File: src/pkg/arc_consts.vh
// Register map, field positions, reset values and codes for the converter
// register block. Included by every design file; holds definitions only.
`ifndef ARC_CONSTS_VH
`define ARC_CONSTS_VH

// Byte offsets of the registers on the register bus.
`define ARC_OFS_RES_HIGH   8'h00
`define ARC_OFS_RES_LOW    8'h04
`define ARC_OFS_CV_HIGH    8'h08
`define ARC_OFS_CV_LOW     8'h0C
`define ARC_OFS_CFG        8'h10
`define ARC_OFS_PIN_CTL    8'h14
`define ARC_OFS_CMP_CTL    8'h18
`define ARC_OFS_STATUS     8'h1C

// Internal register select codes.
`define ARC_SEL_NONE       3'h0
`define ARC_SEL_RES_HIGH   3'h1
`define ARC_SEL_RES_LOW    3'h2
`define ARC_SEL_CV_HIGH    3'h3
`define ARC_SEL_CV_LOW     3'h4
`define ARC_SEL_CFG        3'h5
`define ARC_SEL_PIN_CTL    3'h6
`define ARC_SEL_CMP_CTL    3'h7

// Configuration register fields.
`define ARC_CFG_LOW_POWER  7
`define ARC_CFG_DIV_HI     6
`define ARC_CFG_DIV_LO     5
`define ARC_CFG_LONG_SMP   4
`define ARC_CFG_MODE_HI    3
`define ARC_CFG_MODE_LO    2
`define ARC_CFG_CLK_HI     1
`define ARC_CFG_CLK_LO     0

// Compare control register fields.
`define ARC_CMP_ENABLE     0
`define ARC_CMP_GREATER    1

// Status register fields.
`define ARC_ST_LOCKED      0
`define ARC_ST_VALID       1

// Conversion width codes.
`define ARC_MODE_8BIT      2'h0
`define ARC_MODE_10BIT     2'h2

// Input clock source codes.
`define ARC_CLK_BUS        2'h0
`define ARC_CLK_BUS_HALF   2'h1
`define ARC_CLK_ALT        2'h2
`define ARC_CLK_ASYNC      2'h3

// Clock divide codes.
`define ARC_DIV_1          2'h0
`define ARC_DIV_2          2'h1
`define ARC_DIV_4          2'h2
`define ARC_DIV_8          2'h3

// Reset values.
`define ARC_RST_BYTE       8'h00
`define ARC_RST_CMP_CTL    2'h0

// AXI4-Lite response codes.
`define ARC_RESP_OKAY      2'h0
`define ARC_RESP_SLVERR    2'h2

`endif

File: src/verilog/arc_clock_div.v
// Conversion clock generator: picks one of four source ticks and divides
// it by 1, 2, 4 or 8. Sources other than the bus clock arrive as one-cycle
// enable ticks synchronous to the core clock.
`include "arc_consts.vh"

module arc_clock_div
(
    input  wire       i_core_clk,
    input  wire       i_rst_b,
    input  wire [1:0] i_src_sel,
    input  wire [1:0] i_div_sel,
    input  wire       i_alt_tick,
    input  wire       i_async_tick,
    output reg        o_conv_tick
);

    reg       half_phase;
    reg [2:0] div_count;
    reg       src_tick;
    reg [2:0] div_last;

    // Source selection; the halved bus clock fires every second cycle.
    always @*
    begin
        case (i_src_sel)
            `ARC_CLK_BUS:      src_tick = 1'b1;
            `ARC_CLK_BUS_HALF: src_tick = half_phase;
            `ARC_CLK_ALT:      src_tick = i_alt_tick;
            default:           src_tick = i_async_tick;
        endcase
        case (i_div_sel)
            `ARC_DIV_1: div_last = 3'h0;
            `ARC_DIV_2: div_last = 3'h1;
            `ARC_DIV_4: div_last = 3'h3;
            default:    div_last = 3'h7;
        endcase
    end

    // Divider counter; a larger count left over after the divide ratio
    // shrinks wraps at once rather than running the full counter range.
    always @(posedge i_core_clk)
    begin
        if (!i_rst_b)
        begin
            half_phase  <= 1'b0;
            div_count   <= 3'h0;
            o_conv_tick <= 1'b0;
        end
        else
        begin
            half_phase  <= ~half_phase;
            o_conv_tick <= 1'b0;
            if (src_tick)
            begin
                if (div_count >= div_last)
                begin
                    div_count   <= 3'h0;
                    o_conv_tick <= 1'b1;
                end
                else
                    div_count <= div_count + 3'h1;
            end
        end
    end

endmodule

File: src/verilog/arc_compare.v
// Compare unit: decides whether a finished conversion satisfies the
// programmed compare condition. Purely combinational; the caller samples
// the answer in the cycle in which the conversion completes.
`include "arc_consts.vh"

module arc_compare
(
    input  wire [9:0] i_result,
    input  wire [1:0] i_cv_high,
    input  wire [7:0] i_cv_low,
    input  wire       i_mode_10bit,
    input  wire       i_greater,
    output reg        o_match
);

    reg [9:0] value_res;
    reg [9:0] value_cmp;

    // In 8-bit mode the upper compare bits are forced out of the comparison so
    // that stale high compare bits never affect the decision.
    always @*
    begin
        if (i_mode_10bit)
        begin
            value_res = i_result;
            value_cmp = {i_cv_high, i_cv_low};
        end
        else
        begin
            value_res = {2'h0, i_result[7:0]};
            value_cmp = {2'h0, i_cv_low};
        end
        if (i_greater)
            o_match = (value_res >= value_cmp);
        else
            o_match = (value_res < value_cmp);
    end

endmodule

File: src/verilog/arc_regs.v
// Register block of a successive-approximation converter: result bytes
// with read interlock in 10-bit mode, compare values, configuration and pin control,
// reached over an AXI4-Lite slave port.
// Assumes the converter core pulses i_conv_done for one core clock with
// i_conv_result valid in that cycle, and that all inputs are synchronous.
//
// Local design decisions: the address map and the AXI4-Lite slave port.
`include "arc_consts.vh"

module arc_regs
(
    input  wire        i_core_clk,
    input  wire        i_rst_b,
    // AXI4-Lite slave.
    input  wire [7:0]  i_awaddr,
    input  wire        i_awvalid,
    output reg         o_awready,
    input  wire [31:0] i_wdata,
    input  wire [3:0]  i_wstrb,
    input  wire        i_wvalid,
    output reg         o_wready,
    output reg  [1:0]  o_bresp,
    output reg         o_bvalid,
    input  wire        i_bready,
    input  wire [7:0]  i_araddr,
    input  wire        i_arvalid,
    output reg         o_arready,
    output reg  [31:0] o_rdata,
    output reg  [1:0]  o_rresp,
    output reg         o_rvalid,
    input  wire        i_rready,
    // Converter core side.
    input  wire        i_conv_done,
    input  wire [9:0]  i_conv_result,
    input  wire        i_alt_clk_tick,
    input  wire        i_async_clk_tick,
    output reg         o_conv_clk_tick,
    output reg         o_low_power,
    output reg         o_long_sample,
    output reg         o_mode_10bit,
    output reg         o_result_valid,
    // Pin side.
    input  wire [7:0]  i_port_read_data,
    output reg  [7:0]  o_port_read_data,
    output reg  [7:0]  o_pin_output_disable,
    output reg  [7:0]  o_pin_input_disable,
    output reg  [7:0]  o_pin_pullup_disable
);

    // Register storage.
    reg [1:0]  result_high_bits;
    reg [7:0]  result_low_byte;
    reg [1:0]  compare_value_high;
    reg [7:0]  compare_value_low;
    reg [7:0]  converter_configuration;
    reg [7:0]  analog_pin_control_low;
    reg        compare_function_enable;
    reg        compare_greater_select;
    reg        result_locked;

    // Write channel holding registers.
    reg        aw_held;
    reg [7:0]  aw_addr;
    reg        w_held;
    reg [31:0] w_data;
    reg [3:0]  w_strb;

    wire       cmp_match;
    wire       conv_tick;
    wire       mode_10bit;
    wire       wr_fire;
    wire [2:0] wr_sel;
    wire [2:0] rd_sel;
    wire       rd_fire;
    wire       load_result;
    wire       mode_change;
    reg  [7:0] next_cfg;
    reg  [7:0] rd_byte;

    // Maps a byte address to a register select; anything else is unmapped.
    function [2:0] f_reg_sel;
        input [7:0] addr;
        begin
            if (addr == `ARC_OFS_RES_HIGH)
                f_reg_sel = `ARC_SEL_RES_HIGH;
            else if (addr == `ARC_OFS_RES_LOW)
                f_reg_sel = `ARC_SEL_RES_LOW;
            else if (addr == `ARC_OFS_CV_HIGH)
                f_reg_sel = `ARC_SEL_CV_HIGH;
            else if (addr == `ARC_OFS_CV_LOW)
                f_reg_sel = `ARC_SEL_CV_LOW;
            else if (addr == `ARC_OFS_CFG)
                f_reg_sel = `ARC_SEL_CFG;
            else if (addr == `ARC_OFS_PIN_CTL)
                f_reg_sel = `ARC_SEL_PIN_CTL;
            else if (addr == `ARC_OFS_CMP_CTL)
                f_reg_sel = `ARC_SEL_CMP_CTL;
            else
                f_reg_sel = `ARC_SEL_NONE;
        end
    endfunction

    // The status word is decoded separately because it has no storage.
    function f_is_status;
        input [7:0] addr;
        begin
            f_is_status = (addr == `ARC_OFS_STATUS);
        end
    endfunction

    assign mode_10bit = (converter_configuration[`ARC_CFG_MODE_HI:
                         `ARC_CFG_MODE_LO] == `ARC_MODE_10BIT);
    assign wr_fire = aw_held && w_held && !o_bvalid;
    assign wr_sel  = f_reg_sel(aw_addr);
    assign rd_fire = i_arvalid && o_arready;
    assign rd_sel  = f_reg_sel(i_araddr);

    // A completion is kept only when compare passes (or is off) and the
    // lock from a high-byte read is not in force.
    assign load_result = i_conv_done
                         && (!compare_function_enable || cmp_match)
                         && !(result_locked && mode_10bit);

    arc_compare u_compare
    (
        .i_result     (i_conv_result),
        .i_cv_high    (compare_value_high),
        .i_cv_low     (compare_value_low),
        .i_mode_10bit (mode_10bit),
        .i_greater    (compare_greater_select),
        .o_match      (cmp_match)
    );

    arc_clock_div u_clock_div
    (
        .i_core_clk   (i_core_clk),
        .i_rst_b      (i_rst_b),
        .i_src_sel    (converter_configuration[`ARC_CFG_CLK_HI:
                       `ARC_CFG_CLK_LO]),
        .i_div_sel    (converter_configuration[`ARC_CFG_DIV_HI:
                       `ARC_CFG_DIV_LO]),
        .i_alt_tick   (i_alt_clk_tick),
        .i_async_tick (i_async_clk_tick),
        .o_conv_tick  (conv_tick)
    );

    // Next configuration value and whether the width field moves with it.
    always @*
    begin
        next_cfg = converter_configuration;
        if (wr_fire && wr_sel == `ARC_SEL_CFG && w_strb[0])
            next_cfg = w_data[7:0];
    end
    assign mode_change = (next_cfg[`ARC_CFG_MODE_HI:`ARC_CFG_MODE_LO] !=
        converter_configuration[`ARC_CFG_MODE_HI:`ARC_CFG_MODE_LO]);

    // Write address and data are caught independently, in either order.
    always @(posedge i_core_clk)
    begin
        if (!i_rst_b)
        begin
            aw_held   <= 1'b0;
            aw_addr   <= 8'h00;
            w_held    <= 1'b0;
            w_data    <= 32'h00000000;
            w_strb    <= 4'h0;
            o_awready <= 1'b0;
            o_wready  <= 1'b0;
            o_bvalid  <= 1'b0;
            o_bresp   <= `ARC_RESP_OKAY;
        end
        else
        begin
            o_awready <= !aw_held && !(i_awvalid && o_awready);
            o_wready  <= !w_held && !(i_wvalid && o_wready);
            if (i_awvalid && o_awready)
            begin
                aw_held <= 1'b1;
                aw_addr <= i_awaddr;
            end
            if (i_wvalid && o_wready)
            begin
                w_held <= 1'b1;
                w_data <= i_wdata;
                w_strb <= i_wstrb;
            end
            if (wr_fire)
            begin
                aw_held  <= 1'b0;
                w_held   <= 1'b0;
                o_bvalid <= 1'b1;
                // Result and status words are read only.
                if (wr_sel == `ARC_SEL_NONE || wr_sel == `ARC_SEL_RES_HIGH
                    || wr_sel == `ARC_SEL_RES_LOW)
                    o_bresp <= `ARC_RESP_SLVERR;
                else
                    o_bresp <= `ARC_RESP_OKAY;
            end
            else if (o_bvalid && i_bready)
                o_bvalid <= 1'b0;
        end
    end

    // Writable registers; a byte lane that is not strobed is left alone.
    always @(posedge i_core_clk)
    begin
        if (!i_rst_b)
        begin
            compare_value_high      <= 2'h0;
            compare_value_low       <= `ARC_RST_BYTE;
            converter_configuration <= `ARC_RST_BYTE;
            analog_pin_control_low  <= `ARC_RST_BYTE;
            compare_function_enable <= 1'b0;
            compare_greater_select  <= 1'b0;
        end
        else
        begin
            converter_configuration <= next_cfg;
            if (wr_fire && w_strb[0])
            begin
                if (wr_sel == `ARC_SEL_CV_HIGH)
                    compare_value_high <= w_data[1:0];
                else if (wr_sel == `ARC_SEL_CV_LOW)
                    compare_value_low <= w_data[7:0];
                else if (wr_sel == `ARC_SEL_PIN_CTL)
                    analog_pin_control_low <= w_data[7:0];
                else if (wr_sel == `ARC_SEL_CMP_CTL)
                begin
                    compare_function_enable <= w_data[`ARC_CMP_ENABLE];
                    compare_greater_select  <= w_data[`ARC_CMP_GREATER];
                end
            end
        end
    end

    // Result capture, lock and validity. A completion in the same cycle
    // as a width change wins, so a fresh result is never marked stale.
    always @(posedge i_core_clk)
    begin
        if (!i_rst_b)
        begin
            result_high_bits <= 2'h0;
            result_low_byte  <= `ARC_RST_BYTE;
            result_locked    <= 1'b0;
            o_result_valid   <= 1'b0;
        end
        else
        begin
            if (load_result)
            begin
                if (mode_10bit)
                    result_high_bits <= i_conv_result[9:8];
                else
                    result_high_bits <= 2'h0;
                result_low_byte <= i_conv_result[7:0];
                o_result_valid  <= 1'b1;
            end
            else if (mode_change)
                o_result_valid <= 1'b0;
            // The lock only arms in 10-bit mode; 8-bit reads never lock.
            if (rd_fire && rd_sel == `ARC_SEL_RES_LOW)
                result_locked <= 1'b0;
            else if (rd_fire && rd_sel == `ARC_SEL_RES_HIGH && mode_10bit)
                result_locked <= 1'b1;
            else if (!mode_10bit)
                result_locked <= 1'b0;
        end
    end

    // Read data selection for the addressed word.
    always @*
    begin
        rd_byte = 8'h00;
        if (rd_sel == `ARC_SEL_RES_HIGH)
            rd_byte = {6'h00, mode_10bit ? result_high_bits : 2'h0};
        else if (rd_sel == `ARC_SEL_RES_LOW)
            rd_byte = o_result_valid ? result_low_byte : 8'h00;
        else if (rd_sel == `ARC_SEL_CV_HIGH)
            rd_byte = {6'h00, compare_value_high};
        else if (rd_sel == `ARC_SEL_CV_LOW)
            rd_byte = compare_value_low;
        else if (rd_sel == `ARC_SEL_CFG)
            rd_byte = converter_configuration;
        else if (rd_sel == `ARC_SEL_PIN_CTL)
            rd_byte = analog_pin_control_low;
        else if (rd_sel == `ARC_SEL_CMP_CTL)
            rd_byte = {6'h00, compare_greater_select,
                       compare_function_enable};
        else if (f_is_status(i_araddr))
            rd_byte = {6'h00, o_result_valid, result_locked};
    end

    // Read channel: one read at a time, answered in the cycle after the
    // address is taken; arready drops while the answer is pending.
    always @(posedge i_core_clk)
    begin
        if (!i_rst_b)
        begin
            o_arready <= 1'b0;
            o_rvalid  <= 1'b0;
            o_rdata   <= 32'h00000000;
            o_rresp   <= `ARC_RESP_OKAY;
        end
        else
        begin
            if (rd_fire)
            begin
                o_arready <= 1'b0;
                o_rvalid  <= 1'b1;
                o_rdata   <= {24'h000000, rd_byte};
                if (rd_sel == `ARC_SEL_NONE && !f_is_status(i_araddr))
                    o_rresp <= `ARC_RESP_SLVERR;
                else
                    o_rresp <= `ARC_RESP_OKAY;
            end
            else if (o_rvalid && i_rready)
            begin
                o_rvalid  <= 1'b0;
                o_arready <= 1'b1;
            end
            else if (!o_rvalid)
                o_arready <= 1'b1;
        end
    end

    // Configuration and pin outputs, registered so the core and the pad
    // ring see clean levels one cycle after a register write.
    always @(posedge i_core_clk)
    begin
        if (!i_rst_b)
        begin
            o_conv_clk_tick      <= 1'b0;
            o_low_power          <= 1'b0;
            o_long_sample        <= 1'b0;
            o_mode_10bit         <= 1'b0;
            o_port_read_data     <= 8'h00;
            o_pin_output_disable <= 8'h00;
            o_pin_input_disable  <= 8'h00;
            o_pin_pullup_disable <= 8'h00;
        end
        else
        begin
            o_conv_clk_tick <= conv_tick;
            o_low_power   <=
                converter_configuration[`ARC_CFG_LOW_POWER];
            o_long_sample <=
                converter_configuration[`ARC_CFG_LONG_SMP];
            o_mode_10bit  <= mode_10bit;
            o_pin_output_disable <= analog_pin_control_low;
            o_pin_input_disable  <= analog_pin_control_low;
            o_pin_pullup_disable <= analog_pin_control_low;
            o_port_read_data <= i_port_read_data
                                & ~analog_pin_control_low;
        end
    end

endmodule
File: config.mk
export PLATFORM = sky130hd
export DESIGN_NAME = arc_regs
export DESIGN_NICKNAME = d
export VERILOG_FILES = /design/src/verilog/arc_clock_div.v /design/src/verilog/arc_compare.v /design/src/verilog/arc_regs.v
export VERILOG_INCLUDE_DIRS = /design/src /design/src/pkg
export SDC_FILE = /design/constraint.sdc
export NUM_CORES = 1
export LEC_CHECK = 0
export BUFFER_PORTS_ARGS = -buffer_cell sky130_fd_sc_hd__buf_2
export CAP_MARGIN = 30
export CELL_PAD_IN_SITES_DETAIL_PLACEMENT = 0
export CELL_PAD_IN_SITES_GLOBAL_PLACEMENT = 1
export CORE_MARGIN = 5
export CORE_UTILIZATION = 30
export DETAILED_ROUTE_END_ITERATION = 7
export PLACE_DENSITY_LB_ADDON = 0.1
export SYNTH_ARGS = -nofsm -noshare
export SYNTH_HDL_FRONTEND = slang
export SYNTH_SLANG_ARGS = --single-unit
File: constraint.sdc
create_clock -name i_core_clk -period 2.42 [get_ports i_core_clk]
set_input_delay 0 -clock i_core_clk [delete_from_list [all_inputs] [get_ports i_core_clk]]
set_output_delay 0 -clock i_core_clk [all_outputs]
set_load 0.02 [all_outputs]
Word-level counts from Yosys, hierarchy flattened
Cells that the tools add are included.
- register bits after elaboration: 101
- latch bits: 0
- RAM bits: 0
- memory bits (read-only): 0
- input bits: 80
- output and inout port bits: 78
- logic and storage cells: 171
- memories kept: 0
- $add $sub $neg: 1
- multipliers: 0
- divide/modulo/power cells: 0
- order comparisons: 3
- equal/unequal tests: 35
- shifts and indexed selects: 0
- muxes and demuxes: 45
- bitwise logic cells: 7
- reductions and logical operators: 47
- operators by type and width (operator ; count):
    == test 8 x 5 -> 1 bit, second input constant ; 7
    2-to-1 mux 8 bit ; 7
    2-to-1 mux 3 bit ; 15
    == test 8 x 4 -> 1 bit, second input constant ; 4
    == test 3 bit, second input constant ; 8
    2-to-1 mux 10 bit ; 2
    logical AND 1 bit ; 19
    == test 8 x 3 -> 1 bit, second input constant ; 2
    zero test 8 bit ; 2
    == test 3 x 2 -> 1 bit, second input constant ; 4
    2-to-1 mux 1 bit ; 12
    2-to-1 mux 2 bit ; 6
    >= comparator 10 bit ; 1
    less-than comparator 10 bit ; 1
    one-hot mux 3 bit (3 select lines) ; 1
    bitwise AND 8 bit ; 1
    zero test 1 bit ; 8
    inverter 8 bit ; 1
    == test 2 bit, second input constant ; 3
    == test 3 x 1 -> 1 bit, second input constant ; 2
    zero test 3 bit ; 2
    nonzero test 2 bit ; 3
    OR reduction 2 bit ; 3
    inverter 1 bit ; 5
    other kinds (13) ; 19

Longest topological paths before layout
- word-level depth: 16
- mapped depth: 9
- depth with buffers taken out: 8

Cells and area by module
A second synthesis with hierarchy kept.
- cell total of the unflattened synthesis: 517
- area, all modules: 4809.6 um2
- by module, submodules not included (module ; times used ; cells each ; area an instance (um2) ; sequential area each (um2)):
    arc_regs ; 1 ; 441 ; 4166.5 ; 1881.8
    arc_clock_div ; 1 ; 34 ; 332.8 ; 100.1
    arc_compare ; 1 ; 42 ; 310.3 ; 0.0

Worst setup path before layout
No wires, ideal clock.
- path kind: register -> register
- start point: register converter_configuration[3]
- end point: register result_high_bits[0]
- library setup time: 72 ps
- data arrival time: 2283 ps
- data required time: 2348 ps
- setup slack: 65 ps
- cell stages (with the launch flop): 10
- path buffers: 1
- clock period less this slack: 2355 ps
- cells stage by stage: dfxtp_1 -> nor2b_1 -> nand2_1 -> ha_1 -> nand4_1 -> o311ai_0 -> nor4_1 -> and4b_1 -> buf_2 -> mux2i_1
- cells in the longest elaborated chain, start to end: 7
- elaborated cells between the ends (all ways): 12
- those cells by class: order compare (2); eq/ne (1); mux (4); reduce/logical (5)
- ends and longest elaborated chain (item ; RTL line ; source):
    start, declared ; arc_regs.v:55 ; reg [7:0] converter_configuration;
    start signal, assigned ; arc_regs.v:211 ; converter_configuration <= `ARC_RST_BYTE;
    start signal, assigned ; arc_regs.v:218 ; converter_configuration <= next_cfg;
    == test 2 bit (no line) * ; - ;
    2-to-1 mux 10 bit ; arc_compare.v:23 ; if (i_mode_10bit)
    less-than comparator 10 bit or >= comparator 10 bit (tied branches) ; arc_compare.v:36, arc_compare.v:34 ;
    2-to-1 mux 1 bit ; arc_compare.v:33 ; if (i_greater)
    logical OR 1 bit ; arc_regs.v:121 ; && (!compare_function_enable || cmp_match)
    logical AND 1 bit ; arc_regs.v:121 ;
    logical AND 1 bit ; arc_regs.v:122 ; && !(result_locked && mode_10bit);
    end signal, assigned ; arc_regs.v:252 ; result_high_bits <= i_conv_result[9:8];
    end, declared ; arc_regs.v:51 ; reg [1:0] result_high_bits;
Every way passes the cells marked *; elsewhere a longest branch is shown, timed or not.
A chain may end at the register's enable or synchronous reset.

Worst setup path in the final report
- start point: register converter_configuration[3]
- end point: register result_low_byte[6]
- cells in the longest elaborated chain, start to end: 7
- elaborated cells between the ends (all ways): 11
- those cells by class: order compare (2); eq/ne (1); mux (3); reduce/logical (5)
- ends and longest elaborated chain (item ; RTL line ; source):
    == test 2 bit (no line) * ; - ;
    2-to-1 mux 10 bit * ; arc_compare.v:23 ;
    via u_compare.value_res[9] ; arc_compare.v:16 ; reg [9:0] value_res;
    less-than comparator 10 bit or >= comparator 10 bit (tied branches) ; arc_compare.v:36, arc_compare.v:34 ;
    2-to-1 mux 1 bit * ; arc_compare.v:33 ;
    logical OR 1 bit * ; arc_regs.v:121 ;
    logical AND 1 bit * ; arc_regs.v:121 ;
    logical AND 1 bit * ; arc_regs.v:122 ;
    end signal, assigned ; arc_regs.v:243 ; result_low_byte <= `ARC_RST_BYTE;
    end signal, assigned ; arc_regs.v:255 ; result_low_byte <= i_conv_result[7:0];
    end, declared ; arc_regs.v:52 ; reg [7:0] result_low_byte;
Mark *: on every way through the listed nets, which the timed path passes. The rest lies on a longest branch.

==> flow_summary_export.csv <==
group,metric,value,unit
outcome,status,"completed",
pwr,power_leakage,2.62,nW
yosys,synth_commonest_cells,"dfxtp_1, nand2_1, nor2_1",
worst_setup_path,start_kind,"flip-flop",
yosys,syn_area,4490,um2
sta,grt_setup_unrepaired,"false",
floorplan,dieArea,17500,um2
clocking,clockBufferDepth,2,
sta,fin_crit_sh,0.946,
sta,fin_crit,2.29,ns
placed_design,placed_area,5010,um2
drt,drc,0,
yosys,ys_warn_count,0,
finish,nets,728,
finish,fin_util,0.391,
clocking,root_buffer,"clkbuf_16",
drt,vias_per_cell,4.52,
placed_design,place.gp.congestion,0.892,
worst_setup_path,slowest_stage,"dfxtp_2",
global_route,grt_max_degree,54,
clocking,htreeDepth,3,
sta,setup-violations-final,0,
floorplan,ioPinCount,158,
placed_design,dp_slack,-0.00656,ns
job,drv_cap,0,
yosys,synthArstFlopShare,0,
yosys,synth.distinct_cells,50,
clocking,clk_pin_slew,0.07,ns
pwr,power.density,627,nW/um2
global_route,grt-ovfl-total,0,
yosys,synth-main-ff-cell,"dfxtp_1",
floorplan,fp.coreArea,14600,um2
sta,finalHoldViolCount,0,
yosys,synth_seq_cells,99,
global_route,first_global_vias,3616,
drt,vias,3718,
clocking,cts_made_buffers,9,
clocking,clock_latency,0.35,ns
floorplan,initial_utilization,0.308,
yosys,yosysMostFrequentCell,"dfxtp_1",
worst_setup_path,critPathMaxFanout,11,
floorplan,rows,44,
placed_design,dp_hpwl,8.94,mm
worst_setup_path,path_cells,"nor2b_4, and2_1, ha_1, nand4_1, o311ai_2, nor4_1, and4b_1, buf_12, mux2i_1",
global_route,antenna_found_initial,0,
worst_setup_path,endpoint_kind,"flip-flop",
worst_setup_path,required,2.69,ns
pwr,peakVddDrop,0.367,mV
drt,drt-pass1-iter-count,4,
finish,design_area,5700,um2
worst_setup_path,critical-path-max-stage-delay,0.34,ns
worst_hold_path,hp-class,"in2reg",
yosys,synth-edff-count,0,
floorplan,die_w,132,um
placed_design,portBuffers,104,
sta,worst_pin_slew,0.802,ns
worst_setup_path,cp_data_arrival_time,2.56,ns
finish,syn_to_final_growth,26.9,%
sta,final_max_slew_viol_count,0,
pwr,power,3.57,mW
finish,antenna_cells,0,
yosys,yosysSeqAreaShare,0.441,
sta,finalClockSkew,0.00893,ns
clocking,clock_sink_count,99,
drt,wl,11.9,mm
drt,drtIter0Drc,174,
sta,fmax,0.437,GHz
worst_setup_path,path_buf_inv,1,
drt,ant_nets,0,
clocking,cts_tree,"done",
yosys,synth_area_leaders,"dfxtp_1, mux2i_1, nand2_1",
yosys,avgSynthCellArea,8.77,um2
global_route,grt_pass1_wl,18.8,mm
worst_setup_path,cp_top_family,"simple AND/OR/NAND/NOR gates",
global_route,grt_usage,0.134,
yosys,synth.top_cell.area_share,0.441,
finish,drive_above_1_share,0.232,
yosys,syn_inst,512,
sta,relSlewSlack,0.465,
yosys,synth_top_area_cell,"dfxtp_1",
worst_setup_path,path_class,"reg2reg",
sta,timing.final.ws_setup,0.131,ns
drt,avgRoutedWirePerCell,14.5,um
floorplan,die_h,132,um
per-layer routing:
layer  vias up  track usage  share of wire
met5         -            0              0
met4         0       0.0605          0.023
met3        18       0.0286          0.047
met2        95        0.220           0.47
met1      1691        0.168           0.46
li1       1914            -              -
worst reg2reg max path: cells and delay by family (launching register included):
family | cells | cell delay [ns]
AND/OR/NAND/NOR | 5 | 0.87
flip-flops | 1 | 0.34
AO/OA/AOI/OAI | 1 | 0.33
adder cells (fa/ha/maj) | 1 | 0.32
multiplexers | 1 | 0.20
buffers and inverters | 1 | 0.16
state kept, by name, summed over array words and instances (netlist names), 2 cells and up:
signal / count
compare_value_high: 2
result_low_byte: 8
o_rdata: 8
converter_configuration: 8
analog_pin_control_low: 8
w_data: 8
aw_addr: 8
o_port_read_data: 8
o_pin_pullup_disable: 8
result_high_bits: 2
u_clock_div.div_count: 3
compare_value_low: 8
timing repair:
action / 4_1_cts / 5_1_grt
pin swaps: 0 / 1
hold buffers: 35 / 0
gates resized for setup: 1 / 6
endpoints found under the setup margin: 10 / 11
hold endpoints to repair: 36 / 0
setup buffers: 0 / 0
cell type report:
class                      instances  area [um2]
tap                              184         230
multi-input combinational        363        2170
clock inverter                     5        65.1
inverter                          14        52.6
clock buffer                      11         253
sequential                        99        1980
timing repair buffer             147         943
fill                            1522        8890
path summary, 6_finish.rpt:
| path | from | end | slack [ns] | cells after the start |
|---|---|---|---|---|
| max reg2reg | converter_configuration[3]$_SDFF_PN0_ | result_low_byte[6]$_SDFFE_PN0P_ | 0.13 | 9 |
| max | converter_configuration[3]$_SDFF_PN0_ | result_low_byte[6]$_SDFFE_PN0P_ | 0.13 | 9 |
| min | i_rst_b | o_port_read_data[4]$_SDFF_PN0_ | 0.02 | 3 |
| min reg2reg | u_clock_div.half_phase$_SDFF_PN0_ | u_clock_div.half_phase$_SDFF_PN0_ | 0.42 | 1 |
cell families after synthesis:
group,count (synthesis),synth area share
fa+ha+maj,14,0.0390
xor+xnor,4,0.00781
compound gates,80,0.109
simple gates,195,0.202
buf+inv,75,0.101
other cells,1,0.000835
mux,44,0.0998
flops,99,0.441
report_power, final:
part,switching [mW],internal (mW)
combinational,0.203,0.139
clock,0.655,0.871
sequential,0.0325,1.67
total,0.890,2.68
cell usage in the layout, fill, tap and decap left out, types with 2 or more instances in the layout:
cell type and instances:
dfxtp_1 97, nand3_1 4, xor2_1 3, buf_4 7, o22ai_1 2, nor3b_1 4
mux2_2 6, clkbuf_8 2, inv_6 3, nor2b_1 3, a21oi_1 39, nand4_1 4
dlygate4sd3_1 35, buf_2 104, o21ai_0 13, nand2_1 88, conb_1 26, dfxtp_2 2
nor2_1 55, nor3_1 2, inv_1 13, clkbuf_16 9, a221o_1 6, and4b_1 2
nor3_2 2, a211oi_1 7, mux2i_1 38, o211ai_1 2, o21a_1 3, ha_1 14
and2_1 16, nand2b_1 3, o31ai_1 2
per-stage QoR:
stage	setup TNS, ns	hold WS, ns	cells
after CTS	0	0.0128	823
after global placement	0	0.216	772
after global routing	0	0.0404	823
after floorplan	0	0.114	537
after detailed placement	-0.00656	0.221	772
final	0	0.0183	823
(Power assumes the default switching activity.)
